[src/hw/fcct_pkg.sv]
// Purpose: constants, types and layouts shared by the four channel counter timer
// Assumes: one 20 MHz clock, AXI4-Lite register access, 8-bit host data bus for acknowledge
// Notes: control word layout is fixed by fcct_ctl_t below
package fcct_pkg;
    localparam int          NUM_CH          = 4;
    localparam int          NUM_ZC          = 3;
    localparam int          ADDR_W          = 8;
    localparam int          CH_SEL_LSB      = 2;
    localparam int          MAP_TOP_LSB     = 4;
    localparam int          CLK_PERIOD_NS   = 50;
    localparam int          RESET_HOLD_CLKS = 3;
    localparam logic [7:0]  TC_RESET        = 8'h00;
    localparam logic [7:0]  CNT_RESET       = 8'h00;
    localparam logic [7:0]  PRE_RESET       = 8'h00;
    localparam logic [4:0]  VEC_RESET       = 5'h00;
    localparam logic [7:0]  PRE_MASK_16     = 8'h0F;
    localparam logic [7:0]  PRE_MASK_256    = 8'hFF;
    localparam logic [7:0]  CNT_LAST        = 8'h01;
    localparam logic [7:0]  RETURN_FROM_INTERRUPT_INSTR_OP1        = 8'hED;
    localparam logic [7:0]  RETURN_FROM_INTERRUPT_INSTR_OP2        = 8'h4D;
    localparam logic [1:0]  RESP_OKAY       = 2'h0;
    localparam logic [1:0]  RESP_SLVERR     = 2'h2;

    // control word, bit 7 down to bit 0
    typedef struct packed {
        logic ie;
        logic counter_mode;
        logic pre256;
        logic rising;
        logic ext_trig;
        logic tc_follows;
        logic soft_rst;
        logic is_ctrl;
    } fcct_ctl_t;

    localparam fcct_ctl_t CTL_RESET = 8'h00;

    // host processor pins watched for acknowledge and opcode fetch
    typedef struct packed {
        logic       machine_cycle_one_n;
        logic       io_request_n;
        logic       read_n;
        logic [7:0] data;
    } fcct_hbus_t;

    typedef enum logic [2:0] {
        ST_STOP = 3'b001,
        ST_ARM  = 3'b010,
        ST_RUN  = 3'b100
    } fcct_state_t;
endpackage

[src/hw/fcct_top.sv]
// Purpose: four channel 8-bit counter timer with daisy-chained vectored interrupts
// Assumes: all inputs synchronous to aclk; AXI4-Lite master keeps one access of each kind open
// Notes: the vector is driven only while the acknowledge cycle that claimed it lasts
//
// Chosen here: the AXI4-Lite register port and the register addresses.
`timescale 1ns/1ps
module fcct_top
    import fcct_pkg::*;
(
    // clock and reset
    input  wire logic                 aclk,
    input  wire logic                 aresetn,
    // axi4-lite write address, data and response
    input  wire logic [ADDR_W-1:0]    s_axi_awaddr,
    input  wire logic                 s_axi_awvalid,
    output logic                      s_axi_awready,
    input  wire logic [31:0]          s_axi_wdata,
    input  wire logic [3:0]           s_axi_wstrb,
    input  wire logic                 s_axi_wvalid,
    output logic                      s_axi_wready,
    output logic [1:0]                s_axi_bresp,
    output logic                      s_axi_bvalid,
    input  wire logic                 s_axi_bready,
    // axi4-lite read
    input  wire logic [ADDR_W-1:0]    s_axi_araddr,
    input  wire logic                 s_axi_arvalid,
    output logic                      s_axi_arready,
    output logic [31:0]               s_axi_rdata,
    output logic [1:0]                s_axi_rresp,
    output logic                      s_axi_rvalid,
    input  wire logic                 s_axi_rready,
    // host processor bus
    input  wire fcct_hbus_t           host_bus,
    output logic [7:0]                vector_data_out,
    output logic                      vector_data_oe,
    // channel pins
    input  wire logic [NUM_CH-1:0]    ext_clock_trigger,
    output logic [NUM_ZC-1:0]         zero_count_pulse_out,
    // interrupt chain
    output logic                      int_req_n,
    input  wire logic                 chain_enable_in,
    output logic                      chain_enable_out
);
    // every register below moves only on aclk, so a stopped clock freezes all of it

    logic                aw_held;
    logic [ADDR_W-1:0]   aw_addr;
    logic                w_held;
    logic [7:0]          w_byte;
    logic                w_lane0;
    logic                wr_go;
    logic                wr_mapped;
    logic                wr_fire;
    logic [1:0]          wr_ch;
    fcct_ctl_t           wctl;
    logic                rd_mapped;

    fcct_ctl_t           ctl       [NUM_CH];
    logic [7:0]          tc        [NUM_CH];
    logic [7:0]          cnt       [NUM_CH];
    logic [7:0]          pre       [NUM_CH];
    fcct_state_t         state     [NUM_CH];
    logic [NUM_CH-1:0]   trig_prev;
    logic [NUM_CH-1:0]   tc_next;
    logic [NUM_CH-1:0]   edge_hit;
    logic [NUM_CH-1:0]   pre_tick;
    logic [NUM_CH-1:0]   dec;
    logic [NUM_CH-1:0]   zero_evt;
    logic [NUM_CH-1:0]   wr_here;
    logic [NUM_CH-1:0]   tc_wr;
    logic [NUM_CH-1:0]   ctl_wr;
    logic [NUM_CH-1:0]   start_load;
    logic [NUM_CH-1:0]   ie_vec;

    logic [NUM_CH-1:0]   pending;
    logic [NUM_CH-1:0]   in_service;
    logic [NUM_CH-1:0]   grant;
    logic [NUM_CH-1:0]   return_from_interrupt_instr_sel;
    logic [NUM_CH-1:0]   return_from_interrupt_instr_clr;
    logic [1:0]          grant_idx;
    logic                req_any;
    logic [4:0]          vec_hi;
    logic                ack_lvl;
    logic                ack_prev;
    logic                ack_take;
    logic                ack_owner;
    logic                fetch_lvl;
    logic                fetch_prev;
    logic [7:0]          fetch_byte;
    logic [7:0]          last_op;
    logic                return_from_interrupt_instr_hit;

    // axi4-lite write side: address and data taken in either order, answered once both are in
    assign s_axi_awready = ~aw_held;
    assign s_axi_wready  = ~w_held;
    assign wr_go         = aw_held & w_held & ~s_axi_bvalid;
    assign wr_mapped     = (aw_addr[ADDR_W-1:MAP_TOP_LSB] == '0);
    // a write without byte lane 0 carries nothing for an 8-bit register, so it is dropped
    assign wr_fire       = wr_go & wr_mapped & w_lane0;
    assign wr_ch         = aw_addr[CH_SEL_LSB+1:CH_SEL_LSB];
    assign wctl          = fcct_ctl_t'(w_byte);

    always_ff @(posedge aclk) begin
        if (!aresetn) begin
            aw_held <= 1'b0;
            aw_addr <= '0;
        end else if (s_axi_awvalid && s_axi_awready) begin
            aw_held <= 1'b1;
            aw_addr <= s_axi_awaddr;
        end else if (wr_go) begin
            aw_held <= 1'b0;
        end
    end

    always_ff @(posedge aclk) begin
        if (!aresetn) begin
            w_held  <= 1'b0;
            w_byte  <= 8'h00;
            w_lane0 <= 1'b0;
        end else if (s_axi_wvalid && s_axi_wready) begin
            w_held  <= 1'b1;
            w_byte  <= s_axi_wdata[7:0];
            w_lane0 <= s_axi_wstrb[0];
        end else if (wr_go) begin
            w_held  <= 1'b0;
        end
    end

    always_ff @(posedge aclk) begin
        if (!aresetn) begin
            s_axi_bvalid <= 1'b0;
            s_axi_bresp  <= RESP_OKAY;
        end else if (wr_go) begin
            s_axi_bvalid <= 1'b1;
            s_axi_bresp  <= wr_mapped ? RESP_OKAY : RESP_SLVERR;
        end else if (s_axi_bready) begin
            s_axi_bvalid <= 1'b0;
        end
    end

    // axi4-lite read side: every channel offset returns its live down-counter
    assign s_axi_arready = ~s_axi_rvalid;
    assign rd_mapped     = (s_axi_araddr[ADDR_W-1:MAP_TOP_LSB] == '0);

    always_ff @(posedge aclk) begin
        if (!aresetn) begin
            s_axi_rvalid <= 1'b0;
            s_axi_rdata  <= 32'h0000_0000;
            s_axi_rresp  <= RESP_OKAY;
        end else if (s_axi_arvalid && s_axi_arready) begin
            s_axi_rvalid <= 1'b1;
            s_axi_rdata  <= rd_mapped ? {24'h00_0000, cnt[s_axi_araddr[CH_SEL_LSB+1:CH_SEL_LSB]]}
                                      : 32'h0000_0000;
            s_axi_rresp  <= rd_mapped ? RESP_OKAY : RESP_SLVERR;
        end else if (s_axi_rready) begin
            s_axi_rvalid <= 1'b0;
        end
    end

    // channels
    for (genvar i = 0; i < NUM_CH; i++) begin : g_ch
        logic [7:0] mask;

        assign wr_here[i]    = wr_fire && (wr_ch == 2'(i));
        // the write right after a control word that announces it is the time constant
        assign tc_wr[i]      = wr_here[i] & tc_next[i];
        assign ctl_wr[i]     = wr_here[i] & ~tc_next[i] & w_byte[0];
        assign start_load[i] = tc_wr[i] && (state[i] == ST_STOP);
        assign ie_vec[i]     = ctl[i].ie;
        assign edge_hit[i]   = ctl[i].rising ? (ext_clock_trigger[i] & ~trig_prev[i])
                                             : (~ext_clock_trigger[i] & trig_prev[i]);
        assign mask          = ctl[i].pre256 ? PRE_MASK_256 : PRE_MASK_16;
        assign pre_tick[i]   = (state[i] == ST_RUN) && !ctl[i].counter_mode && ((pre[i] & mask) == mask);
        assign dec[i]        = (state[i] == ST_RUN) && (ctl[i].counter_mode ? edge_hit[i] : pre_tick[i]);
        // 00H wraps to FFH on the first step, so it runs 256 steps before the next zero
        assign zero_evt[i]   = dec[i] && (cnt[i] == CNT_LAST);

        always_ff @(posedge aclk) begin
            if (!aresetn) begin
                trig_prev[i] <= 1'b0;
            end else begin
                trig_prev[i] <= ext_clock_trigger[i];
            end
        end

        always_ff @(posedge aclk) begin
            if (!aresetn) begin
                ctl[i]     <= CTL_RESET;
                tc_next[i] <= 1'b0;
            end else if (ctl_wr[i]) begin
                ctl[i]     <= wctl;
                tc_next[i] <= wctl.tc_follows;
            end else if (tc_wr[i]) begin
                tc_next[i] <= 1'b0;
            end
        end

        // a new constant written while running takes effect at the next zero
        always_ff @(posedge aclk) begin
            if (!aresetn) begin
                tc[i] <= TC_RESET;
            end else if (tc_wr[i]) begin
                tc[i] <= w_byte;
            end
        end

        always_ff @(posedge aclk) begin
            if (!aresetn) begin
                state[i] <= ST_STOP;
            end else if (ctl_wr[i] && wctl.soft_rst) begin
                state[i] <= ST_STOP;
            end else begin
                case (state[i])
                    ST_STOP: begin
                        if (start_load[i]) begin
                            state[i] <= (!ctl[i].counter_mode && ctl[i].ext_trig) ? ST_ARM : ST_RUN;
                        end
                    end
                    ST_ARM: begin
                        if (edge_hit[i]) begin
                            state[i] <= ST_RUN;
                        end
                    end
                    ST_RUN: begin
                        state[i] <= ST_RUN;
                    end
                    default: begin
                        state[i] <= ST_STOP;
                    end
                endcase
            end
        end

        always_ff @(posedge aclk) begin
            if (!aresetn) begin
                cnt[i] <= CNT_RESET;
            end else if (start_load[i]) begin
                cnt[i] <= w_byte;
            end else if (zero_evt[i]) begin
                cnt[i] <= tc[i];
            end else if (dec[i]) begin
                cnt[i] <= 8'(cnt[i] - 8'h01);
            end
        end

        always_ff @(posedge aclk) begin
            if (!aresetn) begin
                pre[i] <= PRE_RESET;
            end else if (state[i] != ST_RUN) begin
                pre[i] <= PRE_RESET;
            end else if (!ctl[i].counter_mode) begin
                pre[i] <= 8'(pre[i] + 8'h01);
            end
        end

        if (i < NUM_ZC) begin : g_zc
            always_ff @(posedge aclk) begin
                if (!aresetn) begin
                    zero_count_pulse_out[i] <= 1'b0;
                end else begin
                    zero_count_pulse_out[i] <= zero_evt[i];
                end
            end
        end
    end

    // daisy chain inside the device, channel 0 nearest the head
    always_comb begin
        logic ok;
        logic found;
        logic rfound;
        ok        = chain_enable_in;
        found     = 1'b0;
        rfound    = 1'b0;
        grant     = '0;
        return_from_interrupt_instr_sel  = '0;
        req_any   = 1'b0;
        grant_idx = 2'h0;
        for (int i = 0; i < NUM_CH; i++) begin
            if (ok && pending[i] && !found) begin
                grant[i]  = 1'b1;
                grant_idx = 2'(i);
                found     = 1'b1;
            end
            if (in_service[i] && !rfound) begin
                return_from_interrupt_instr_sel[i] = 1'b1;
                rfound      = 1'b1;
            end
            req_any = req_any | (ok & pending[i]);
            ok      = ok & ~in_service[i];
        end
    end

    assign int_req_n        = ~req_any;
    // a pending request also holds lower devices off so they cannot outrun it
    assign chain_enable_out = chain_enable_in & ~(|in_service) & ~(|pending);

    // only the mode 2 acknowledge is answered: a vector, never an opcode
    assign ack_lvl  = ~host_bus.machine_cycle_one_n & ~host_bus.io_request_n;
    assign ack_take = ack_lvl & ~ack_prev & (|grant);

    always_ff @(posedge aclk) begin
        if (!aresetn) begin
            vec_hi <= VEC_RESET;
        end else if (wr_here[0] && !tc_next[0] && !w_byte[0]) begin
            vec_hi <= w_byte[7:3];
        end
    end

    always_ff @(posedge aclk) begin
        if (!aresetn) begin
            ack_prev        <= 1'b0;
            ack_owner       <= 1'b0;
            vector_data_out <= 8'h00;
        end else begin
            ack_prev <= ack_lvl;
            if (ack_take) begin
                ack_owner       <= 1'b1;
                vector_data_out <= {vec_hi, grant_idx, 1'b0};
            end else if (!ack_lvl) begin
                ack_owner <= 1'b0;
            end
        end
    end

    assign vector_data_oe = ack_lvl & ack_owner;

    // a new zero in the acknowledge cycle wins over the clear, so no request is lost
    always_ff @(posedge aclk) begin
        if (!aresetn) begin
            pending <= '0;
        end else begin
            pending <= (pending & ~(ack_take ? grant : '0) & ie_vec) | (zero_evt & ie_vec);
        end
    end

    always_ff @(posedge aclk) begin
        if (!aresetn) begin
            in_service <= '0;
        end else begin
            in_service <= (in_service | (ack_take ? grant : '0)) & ~return_from_interrupt_instr_clr;
        end
    end

    // opcode fetches are watched; the byte seen last in a fetch is its opcode
    assign fetch_lvl = ~host_bus.machine_cycle_one_n & ~host_bus.read_n & host_bus.io_request_n;
    assign return_from_interrupt_instr_hit  = fetch_prev & ~fetch_lvl & (last_op == RETURN_FROM_INTERRUPT_INSTR_OP1) & (fetch_byte == RETURN_FROM_INTERRUPT_INSTR_OP2) & chain_enable_in;
    assign return_from_interrupt_instr_clr  = return_from_interrupt_instr_hit ? return_from_interrupt_instr_sel : '0;

    always_ff @(posedge aclk) begin
        if (!aresetn) begin
            fetch_prev <= 1'b0;
            fetch_byte <= 8'h00;
            last_op    <= 8'h00;
        end else begin
            fetch_prev <= fetch_lvl;
            if (fetch_lvl) begin
                fetch_byte <= host_bus.data;
            end
            if (fetch_prev && !fetch_lvl) begin
                last_op <= fetch_byte;
            end
        end
    end
endmodule

[config.mk]
export PLATFORM = sky130hd
export DESIGN_NAME = fcct_top
export DESIGN_NICKNAME = d
export VERILOG_FILES = /design/src/hw/fcct_pkg.sv /design/src/hw/fcct_top.sv
export SDC_FILE = /design/constraint.sdc
export NUM_CORES = 1
export LEC_CHECK = 0
export BUFFER_PORTS_ARGS = -buffer_cell sky130_fd_sc_hd__clkbuf_2
export CORE_ASPECT_RATIO = 0.9
export CORE_MARGIN = 3
export CORE_UTILIZATION = 35
export CTS_BUF_LIST = sky130_fd_sc_hd__clkbuf_2 sky130_fd_sc_hd__clkbuf_4 sky130_fd_sc_hd__clkbuf_8
export DETAILED_ROUTE_END_ITERATION = 16
export PLACE_DENSITY = 0.52
export SETUP_SLACK_MARGIN = 0.02
export SYNTH_ARGS = -nofsm -noshare
export SYNTH_HDL_FRONTEND = slang
export SYNTH_SLANG_ARGS = --single-unit
[constraint.sdc]
create_clock -name aclk -period 3.66 [get_ports aclk]
set_input_delay 0.915 -clock aclk [delete_from_list [all_inputs] [get_ports aclk]]
set_output_delay 0.915 -clock aclk [all_outputs]
set_load 0.02 [all_outputs]
== Word-level counts from Yosys, hierarchy flattened ==
Memory sizes are Yosys's and may differ from the RTL's.
Cells that the tools add are included.
Storage, ports and cells
  register bits: 107
  memory bits (writable): 140
  bits of input ports: 75
  output and inout port bits: 55
  memories kept: 5
Cells by class
  $add $sub $neg: 8
  equal/unequal tests: 30
  multiplexer cells: 282
  bitwise logic cells: 133
  reductions and logical operators: 79
Memories
  cnt: depth 4, width 8, read ports 5, clocked after Yosys merged registers in 0, write ports 4, RTL line fcct_top.sv:60  | logic [7:0] cnt [NUM_CH];
  ctl: depth 4, width 8, read ports 4, clocked after Yosys merged registers in 0, write ports 4, RTL line fcct_top.sv:58  | fcct_ctl_t ctl [NUM_CH];
  pre: depth 4, width 8, read ports 4, clocked after Yosys merged registers in 0, write ports 4, RTL line fcct_top.sv:61  | logic [7:0] pre [NUM_CH];
  tc: depth 4, width 8, read ports 4, clocked after Yosys merged registers in 0, write ports 4, RTL line fcct_top.sv:59  | logic [7:0] tc [NUM_CH];
  state: depth 4, width 3, read ports 4, clocked after Yosys merged registers in 0, write ports 4, RTL line fcct_top.sv:62  | fcct_state_t state [NUM_CH];
Operators with widths (number)
  $mux 8: 33
  $mux 1: 219
  $mux 3: 24
  $or 1x1->1: 51
  $logic_and 1x1->1: 48
  $and 1x1->1: 43
  $add 8x1->8 const B: 4
  $and 8x8->8: 4
  $eq 8x1->1 const B: 4
  $eq 8x8->1: 4
  $sub 8x1->8 const B: 4
  $not 1->1: 27
  $and 4x4->4: 4
  $reduce_bool 2->1: 8
  $logic_not 1->1: 13
  $eq 3x1->1 const B: 4
  $eq 3x2->1 const B: 4
  $eq 3x3->1 const B: 4
  $ne 3x3->1 const B: 4
  $reduce_or 3->1: 4
  $reduce_or 4->1: 3
  $eq 8x7->1 const B: 1
  $eq 8x8->1 const B: 1
  $logic_not 4->1: 2
  8 further kinds: 15

== Longest topological paths before layout ==
Gate-level depths: netlist (run 1).
  depth after elaboration: 18
  depth in mapped cells: 8
  depth with buffers taken out: 7

== Worst setup path after synthesis (run 1) ==
OpenSTA, ideal clock, no wires.
  kind: input to output
  start: input chain_enable_in
  end: output chain_enable_out
  arrival time: 2.092 ns
  data required time: 2.745 ns
  slack: 0.653 ns
  cell stages on the path: 2
  buffers on the path: 0
  path through: or3b_2 nor4bb_1
On the way
  longest elaborated chain between the ends: 2
Ends and longest elaborated chain
  from (decl): RTL line fcct_top.sv:41  | input wire logic chain_enable_in,
  $and 1x1->1 (2 in a row): RTL line fcct_top.sv:296  | assign chain_enable_out = chain_enable_in & ~(|in_service) & ~(|pending);
  to (decl): RTL line fcct_top.sv:42  | output logic chain_enable_out
Every way passes these cells.

== Final worst setup path (run 1) ==
Same ends and word-level chain as after synthesis.

==> results_dict.tcl, run 1 <==
set metrics [dict create \
    ant_nets 0 \
    leakage_nw 4.53 \
    cts_root_buf "clkbuf_8" \
    worstSetupEndpointType "output pin" \
    synth_area_leader_cell "edfxtp_1" \
    detail_route.first_pass.iterations 5 \
    fin_crit_sh_pct 82.6 \
    dpl.hpwl_um 17200 \
    syn_area_per_cell_um2 10.3 \
    vias_per_cell 4.91 \
    postCtsHoldBufs 0 \
    cts_sinks 207 \
    seq_power_share_pct 49.4 \
    arrival_ps 2110 \
    slew_violations 0 \
    setup_tns_ps 0 \
    comb_power_share_pct 5.5 \
    fp.dieW_um 188 \
    switchingPower_mw 1.19 \
    worst_pin_slew_ps 1210 \
    ys_types 71 \
    drt_wl_total_um 24700 \
    worstSetupStartpointType "input port" \
    cp.required_ps 2740 \
    cp_num_buf_inv 2 \
    ys.flop_type "edfxtp_1" \
    gr-usage-all-layers_pct 15.3 \
    synthTopCellsByArea "edfxtp_1 37%, dfxtp_1 15%, and2_1 3.6%" \
    routedWlPerCell_um 16.3 \
    grt_start_max_net_pins 51 \
    fmax_mhz 331 \
    grt_pass1_vias 7163 \
    crit_fanout 4 \
    async_flop_share_pct 0 \
    path_class "input port to output pin" \
    clock_latency_ps 520 \
    fillCellCount 2902 \
    area_delta_synth_final_pct 14.3 \
    vias 7441 \
    crit_top_cell "clkbuf_2" \
    cp_slowest_cell "or3b_2" \
    grt_overflow 0 \
    grt_pass1_wl_um 39100 \
    hp-class "flop to flop" \
    finClkSkew_ps 10.6 \
    finalSetupViolations 0 \
    cts_buffers 38 \
    mostFrequentLayoutCell "edfxtp_1" \
    synth_edf_count 128 \
    rsz0062_at_grt "no" \
    ir_worst_vdd_mv 0.224 \
    hold_viol 0 \
    io_buffer_count 71 \
    initial_core_util_pct 35.8 \
    seq_area_frac_synth_pct 52.0 \
    cts_max_level 2 \
    status "complete, no violations" \
    n_antenna_cell 0 \
    drive_above_1_share_pct 16.7 \
    slowest_delay_ps 470 \
    die_h_um 170 \
    rows 59 \
    slew_headroom_pct 18.5 \
    cp_top_family "simple AND/OR/NAND/NOR gates" \
    crit_path_cell_trace "clkbuf_2, or3b_2, nor4bb_1, clkbuf_2" \
    dieArea_um2 31900 \
    clockPowerShare_pct 45.0 \
    cts-resized-gates 0 \
    postCtsSetupBuffers 0 \
    synth_area_um2 10400 \
    fin_util_pct 40.9 \
    antenna_found_initial 0 \
    clk_pin_slew_worst_paths_ps 60 \
    period_minus_slack_ps 3020 \
    drt_iter0_drc 433 \
    layout_common_cells "128 x edfxtp_1, 93 x nand2_1, 84 x nor2_1" \
    internal_power_mw 4.07 \
    drcViolationCount 0 \
    clockBufferDepth 3 \
    netlist.area_leader.share_pct 36.8 \
    io_pins 130 \
    gp_congestion 0.784 \
    maxCapViolCount 0 \
    nets 1175 \
    swShare_pct 22.7 \
    cts_tree "yes" \
    cellPowerDensity_nw_per_um2 441 \
    ys.warnings.count 0 \
    ys_ff_latch 207 \
    syn_inst 1010 \
    core_area_um2 29200 \
]
## logic make-up (layout without fill, tap and decap cells)
group,after synthesis,in the layout,synth area share [%]
AND/OR/NAND/NOR,438,438,22.7
flip-flops,207,207,52.0
AO/OA/AOI/OAI,171,171,10.7
buffers and inverters,101,183,4.96
XOR/XNOR,40,40,3.36
multiplexers,40,40,4.84
adder cells (fa/ha/maj),12,12,1.44
other,1,27,0.0359
## state kept, by name, indices dropped and copies added, names as in the netlist, 4 cells and up
register / count
aw_addr: 6
cnt: 32
tc: 32
last_op: 8
w_byte: 8
s_axi_rdata: 8
state: 12
ctl: 20
tc_next: 4
in_service: 4
pre: 32
vec_hi: 5
vector_data_out: 7
pending: 4
trig_prev: 4
fetch_byte: 8
## stage by stage
stage | hold slack [ps] | cell area [µm²] | power, mW | worst slack (ps) | std cells
after floorplan | 441 | 10500 | 2.84 | 653 | 1036
after global placement | 459 | 11100 | 2.94 | 591 | 1444
after detailed placement | 466 | 11100 | 2.94 | 587 | 1444
after CTS | 474 | 11900 | 5.34 | 587 | 1514
after global routing | 505 | 11900 | 5.49 | 566 | 1514
final | 468 | 11900 | 5.26 | 638 | 1514
## power by group through the flow
| stage | logic, mW | registers [mW] | clock network (mW) |
|---|---|---|---|
| after floorplan | 0.234 | 2.61 | 0 |
| after global placement | 0.291 | 2.65 | 0 |
| after detailed placement | 0.292 | 2.65 | 0 |
| after CTS | 0.293 | 2.60 | 2.45 |
| after global routing | 0.321 | 2.61 | 2.56 |
| final | 0.290 | 2.60 | 2.37 |
## cells in the mapped netlist, drive strengths merged (2+ instances only)
master	number
nand2	93
inv	26
or3b	5
mux4	8
nor4	11
a21o	6
nor2	85
or2	3
edfxtp	128
nor2b	45
and3b	3
clkbuf	35
ha	12
nor3b	6
o22ai	3
xnor2	26
nand2b	17
nor4bb	2
a21boi	12
nand3b	10
o311ai	2
o31ai	5
nand4	8
buf	39
a21oi	34
o21a	3
o21bai	9
a2bb2oi	8
or2b	2
xor2	14
o221a	2
a22oi	25
nor4b	5
dfxtp	79
and2	61
a211oi	7
or4b	4
nor3	12
nand3	30
or4	8
and3	15
mux2i	31
o21ai	49
or3	8
## final cells by class
cell class,instances,area (µm²),share of cell area (%)
tap,396,495,4.15
multi-input combinational,728,4590,38.5
clock inverter,5,46.3,0.388
inverter,27,103,0.860
sequential,207,5430,45.5
clock buffer,65,795,6.66
timing repair buffer,86,470,3.94
## worst reg2reg max path: cells and delay by family, from the launching register on
kind	cells	cell delay, ps
AO/OA/AOI/OAI	2	240
adder cells (fa/ha/maj)	1	180
buffers and inverters	1	130
flip-flops	1	430
AND/OR/NAND/NOR	3	1310
## layer usage
layer | track usage (%) | part of all wire [%]
met1 | 21.4 | 48
met2 | 24.4 | 46
met3 | 2.82 | 4.0
met4 | 4.92 | 2.0
met5 | 0 | 0
## path summary, 6_finish.rpt
path	startpoint	to	slack [ps]	cells past startpoint
worst min register to register	vec_hi[0]	vec_hi[0]	470	2
worst min-delay path	vec_hi[0]	vec_hi[0]	470	2
worst max-delay path	chain_enable_in	chain_enable_out	640	4
worst max register to register	cnt[2][1]	cnt[2][1]	1090	7
Note: power is estimated with default switching activity, not from simulation.
==> run 2, diff against run 1 <==
--- a/config.mk
+++ b/config.mk
@@ -11,7 +11,7 @@
 export CORE_UTILIZATION = 35
 export CTS_BUF_LIST = sky130_fd_sc_hd__clkbuf_2 sky130_fd_sc_hd__clkbuf_4 sky130_fd_sc_hd__clkbuf_8
 export DETAILED_ROUTE_END_ITERATION = 16
-export PLACE_DENSITY = 0.52
+export PLACE_DENSITY = 0.54
 export SETUP_SLACK_MARGIN = 0.02
 export SYNTH_ARGS = -nofsm -noshare
 export SYNTH_HDL_FRONTEND = slang
==> constraint.sdc (replaced) <==
create_clock -name aclk -period 2.7 [get_ports aclk]
set_input_delay 0.675 -clock aclk [delete_from_list [all_inputs] [get_ports aclk]]
set_output_delay 0.675 -clock aclk [all_outputs]
set_load 0.02 [all_outputs]
==> run 2 against run 1 <==
Compared with the run above: core utilization up 0.55 points; total power up 32%; sequential share of layout area down 0.61 points; non-clock buffer count up 27; clock-buffer cell count down 11; combinational power up 45%; die area unchanged; hold slack worse by 93 ps; global-route usage up 0.12 points; sequential cell count unchanged; clock skew up 14 ps; routed wire length up 1.6%.
==> results_dict.tcl, run 2 (synthesized netlist as in run 1, its figures left out) <==
set metrics [dict create \
    fmax_mhz 386 \
    die_h_um 170 \
    mostFrequentLayoutCell "edfxtp_1" \
    hp-class "input port to flop" \
    drt_iter0_drc 455 \
    hold_viol 0 \
    grt_pass1_vias 7334 \
    cp-endpoint "chain_enable_out" \
    core_area_um2 29200 \
    reg_top3 "cnt (32), pre (32), tc (32)" \
    drt_wl_total_um 25100 \
    path_class "flop to output pin" \
    cts_buffers 38 \
    vias 7598 \
    worst_pin_slew_ps 1120 \
    worstSetupEndpointType "output pin" \
    fp.dieW_um 188 \
    min_from "ext_clock_trigger[2]" \
    regToRegSetupSlack_ps 250 \
    io_pins 130 \
    worstSetupStartpointType "flop" \
    finClkSkew_ps 24.9 \
    fillCellCount 2855 \
    leakage_nw 4.64 \
    seq_area_um2 5430 \
    arrival_ps 1920 \
    dpl.hpwl_um 17600 \
    drcViolationCount 0 \
    cts_root_buf "clkbuf_8" \
    hold_path_depth 2 \
    cts_sinks 207 \
    worst-r2r-cell-count 7 \
    grt_overflow 0 \
    detail_route.first_pass.iterations 4 \
    clk_pin_slew_worst_paths_ps 60 \
    grt_pass1_wl_um 39600 \
    ant_nets 0 \
    setup_tns_ps 0 \
    cellPowerDensity_nw_per_um2 575 \
    gr-usage-all-layers_pct 15.5 \
    clockBufferDepth 3 \
    fin_crit_sh_pct 95.9 \
    critPathLaunch "pending[1]" \
    drive_above_1_share_pct 18.6 \
    rows 59 \
    rsz0062_at_grt "no" \
    nets 1202 \
    dieArea_um2 31900 \
    gp_congestion 0.811 \
    crit_fanout 3 \
    clock_latency_ps 530 \
    initial_core_util_pct 35.8 \
    cts_tree "yes" \
    slew_headroom_pct 24.6 \
    routedWlPerCell_um 16.3 \
    multi_input_area_um2 4610 \
    period_minus_slack_ps 2590 \
    postCtsHoldBufs 0 \
    cts_max_level 2 \
    r2r_start "cnt[2][1]" \
    cp.required_ps 2030 \
    finalSetupViolations 0 \
    vias_per_cell 4.93 \
    r2r-end "cnt[2][0]" \
    layout_common_cells "128 x edfxtp_1, 93 x nand2_1, 84 x nor2_1" \
    slew_violations 0 \
    area_delta_synth_final_pct 15.8 \
    fin_util_pct 41.5 \
    ir_worst_vdd_mv 0.331 \
    io_buffer_count 71 \
    antenna_found_initial 0 \
    finalPower_mw 6.95 \
    maxCapViolCount 0 \
    grt_start_max_net_pins 46 \
    status "complete, no violations" \
]
-- run 2: changes by cell type in the layout (fill, tap and decap cells not counted), sizes merged --
cell    before  now
diode        0    1
bufinv       1    0
clkinv       5   17
buf         16   44
clkbuf     135  123
-- run 2: final cells by class --
| type | count | area share [%] |
|---|---|---|
| Antenna cell | 1 | 0.0207 |
| Timing Repair Buffer | 113 | 5.69 |
| Multi-Input combinational cell | 728 | 38.1 |
| Sequential cell | 207 | 44.9 |
| Clock buffer | 54 | 5.73 |
| Clock inverter | 16 | 0.611 |
| Inverter | 27 | 0.849 |
| Tap cell | 396 | 4.10 |
-- run 2: worst max-delay path, cell delays in order (launching register included) --
cell and delay (ps):
dfxtp_1 350, or3b_2 530, nor4bb_4 320, buf_4 190
-- run 2: power by group --
group,total [mW],internal (mW),switching (mW)
Clock,3.01,1.66,1.35
Sequential,3.52,3.42,0.0998
Combinational,0.420,0.172,0.249
-- run 2: per-stage QoR --
| stage | cell area (µm²) | hold WS [ps] | setup slack, ps | cells |
|---|---|---|---|---|
| 6_report | 12100 | 375 | 109 | 1542 |
| 5_1_grt | 12100 | 360 | 26.2 | 1541 |
| 2_1_floorplan | 10500 | 441 | 77.7 | 1036 |
| 4_1_cts | 12100 | 337 | 45.9 | 1541 |
| 3_3_place_gp | 11300 | 459 | 116 | 1471 |
| 3_5_place_dp | 11300 | 464 | 129 | 1471 |
-- run 2: what timing repair did --
| item | 4_1_cts | 5_1_grt |
|---|---|---|
| endpoints found under the setup margin | 1 | 1 |
| gates resized for setup | 3 | 1 |
| setup buffers | 0 | 0 |
-- run 2: how the worst min path moves through the flow --
stage	to	slack, ps
after global routing	aw_held	360
final	trig_prev[2]	370
after global placement	vec_hi[0]	460
after floorplan	vec_hi[3]	440
after detailed placement	vec_hi[0]	460
after CTS	trig_prev[2]	340
-- run 2: per-layer routing --
metal  track usage (%)  routed length [µm]  vias up
met2              25.2               11500      140
met5                 0                   0        -
met4              5.64                 607        0
met3              2.55                1010       47
li1                  -                   -     3771
met1              20.9               12000     3640
==> run 3, diff against run 2 <==
--- a/config.mk
+++ b/config.mk
@@ -5,13 +5,14 @@
 export SDC_FILE = /design/constraint.sdc
 export NUM_CORES = 1
 export LEC_CHECK = 0
-export BUFFER_PORTS_ARGS = -buffer_cell sky130_fd_sc_hd__clkbuf_2
+export BUFFER_PORTS_ARGS = -buffer_cell sky130_fd_sc_hd__buf_2
 export CORE_ASPECT_RATIO = 0.9
 export CORE_MARGIN = 3
 export CORE_UTILIZATION = 35
 export CTS_BUF_LIST = sky130_fd_sc_hd__clkbuf_2 sky130_fd_sc_hd__clkbuf_4 sky130_fd_sc_hd__clkbuf_8
 export DETAILED_ROUTE_END_ITERATION = 16
 export PLACE_DENSITY = 0.54
+export RECOVER_POWER = 50
 export SETUP_SLACK_MARGIN = 0.02
 export SYNTH_ARGS = -nofsm -noshare
 export SYNTH_HDL_FRONTEND = slang
==> run 3 against run 2 <==
Compared with the run above: die area did not move; first-iteration DRC count fell by 5.3%; critical path depth did not move; final cell count fell by 0.26%; core utilization fell by 0.48 points; combinational power fell by 4%; via count rose by 0.17%; clock skew fell by 7.0 ps; critical endpoint unchanged.
==> results_dict.tcl, run 3 (synthesized netlist as in run 1, its figures left out) <==
set metrics [dict create \
    hp-class "input port to flop" \
    comb_power_share_pct 5.9 \
    fin_crit_sh_pct 95.5 \
    grt_pass1_wl_um 39600 \
    drt_iter0_drc 431 \
    fmax_mhz 388 \
    grt_pass1_vias 7241 \
    clk_pin_slew_worst_paths_ps 60 \
    vias 7611 \
    area_delta_synth_final_pct 14.5 \
    worst_pin_slew_ps 1230 \
    cellPowerDensity_nw_per_um2 575 \
    period_minus_slack_ps 2580 \
    dpl.hpwl_um 17600 \
    routedWlPerCell_um 16.4 \
    slew_headroom_pct 17.2 \
    multi_input_area_um2 4610 \
    io_buffer_count 71 \
    switchingPower_mw 1.67 \
    setup_tns_ps 0 \
    core_area_um2 29200 \
    fp.dieW_um 188 \
    n_antenna_cell 0 \
    drt_wl_total_um 25200 \
    finClkSkew_ps 17.9 \
    grt_overflow 0 \
    clock_latency_ps 530 \
    cts_root_buf "clkbuf_8" \
    worstSetupEndpointType "output pin" \
    detail_route.first_pass.iterations 7 \
    ir_worst_vdd_mv 0.280 \
    clockPowerShare_pct 42.8 \
    initial_core_util_pct 35.8 \
    crit_fanout 3 \
    gr-usage-all-layers_pct 15.5 \
    finalSetupViolations 0 \
    path_class "flop to output pin" \
    cts_tree "yes" \
    cts_buffers 38 \
    leakage_nw 4.44 \
    dp_cells 1468 \
    worstSetupStartpointType "flop" \
    gp_congestion 0.793 \
    swShare_pct 24.3 \
    antenna_found_initial 0 \
    drcViolationCount 0 \
    layout_common_cells "128 x edfxtp_1, 93 x nand2_1, 84 x nor2_1" \
    postCtsHoldBufs 0 \
    clockBufferDepth 3 \
    fin_util_pct 41.0 \
    cp.required_ps 2030 \
    finalPower_mw 6.87 \
    slew_violations 0 \
    cts_max_level 2 \
    fin_cells 1538 \
    cts_sinks 207 \
    io_pins 130 \
    status "complete, no violations" \
    maxCapViolCount 0 \
    hold_viol 0 \
    seq_power_share_pct 51.3 \
    internal_power_mw 5.20 \
    ant_nets 0 \
    grt_start_max_net_pins 57 \
    fillCellCount 2944 \
    seq_area_um2 5430 \
    rows 59 \
    reg_top3 "cnt (32), pre (32), tc (32)" \
    die_h_um 170 \
    arrival_ps 1900 \
    nets 1199 \
    mostFrequentLayoutCell "edfxtp_1" \
    rsz0062_at_grt "no" \
    drive_above_1_share_pct 14.4 \
    dieArea_um2 31900 \
    vias_per_cell 4.95 \
]
==> run 3: what timing repair did <==
item | in CTS | in global routing
resized for setup | 1 | 2
setup endpoints to repair | 1 | 1
pin swaps | 0 | 0
setup buffers | 0 | 0
==> run 3: final timing paths <==
kind	from	end	slack, ps	depth (start not counted)
max reg2reg	cnt[2][1]	cnt[2][1]	310	7
min reg2reg	vec_hi[1]	vec_hi[1]	470	2
min	ext_clock_trigger[2]	trig_prev[2]	380	2
max	pending[1]	chain_enable_out	120	3
==> run 3: power groups by stage <==
stage | clock, mW | combinational, mW | sequential, mW
5_1_grt | 3.18 | 0.447 | 3.54
3_5_place_dp | 0 | 0.413 | 3.59
2_1_floorplan | 0 | 0.317 | 3.54
3_3_place_gp | 0 | 0.410 | 3.59
4_1_cts | 3.04 | 0.415 | 3.53
6_report | 2.94 | 0.404 | 3.53
==> run 3: per-stage QoR <==
step,setup slack (ps),instance area (µm²),hold slack [ps]
after floorplan,77.7,10500,441
after global placement,133,11300,458
after detailed placement,144,11300,466
after CTS,28.6,12000,340
after global routing,39.3,11900,354
final,122,11900,377
==> run 3: cell type report <==
cell class / instances / share of cell area, %
sequential: 207 / 45.4
multi-input combinational: 728 / 38.6
clock buffer: 56 / 5.66
timing repair buffer: 110 / 4.79
tap: 396 / 4.15
inverter: 27 / 0.859
clock inverter: 14 / 0.586
==> run 3: per-layer routing <==
layer | vias to the layer above | track usage [%] | share of wire, %
met4 | 0 | 4.04 | 1.4
li1 | 3763 | - | -
met5 | - | 0 | 0
met1 | 3660 | 21.1 | 47
met3 | 30 | 2.70 | 4.3
met2 | 158 | 25.6 | 47
==> run 3: critical path, cell delays in order (launching register included) <==
cell	delay [ps]
dfxtp_1	340
or3b_2	530
nor4bb_4	320
buf_4	190
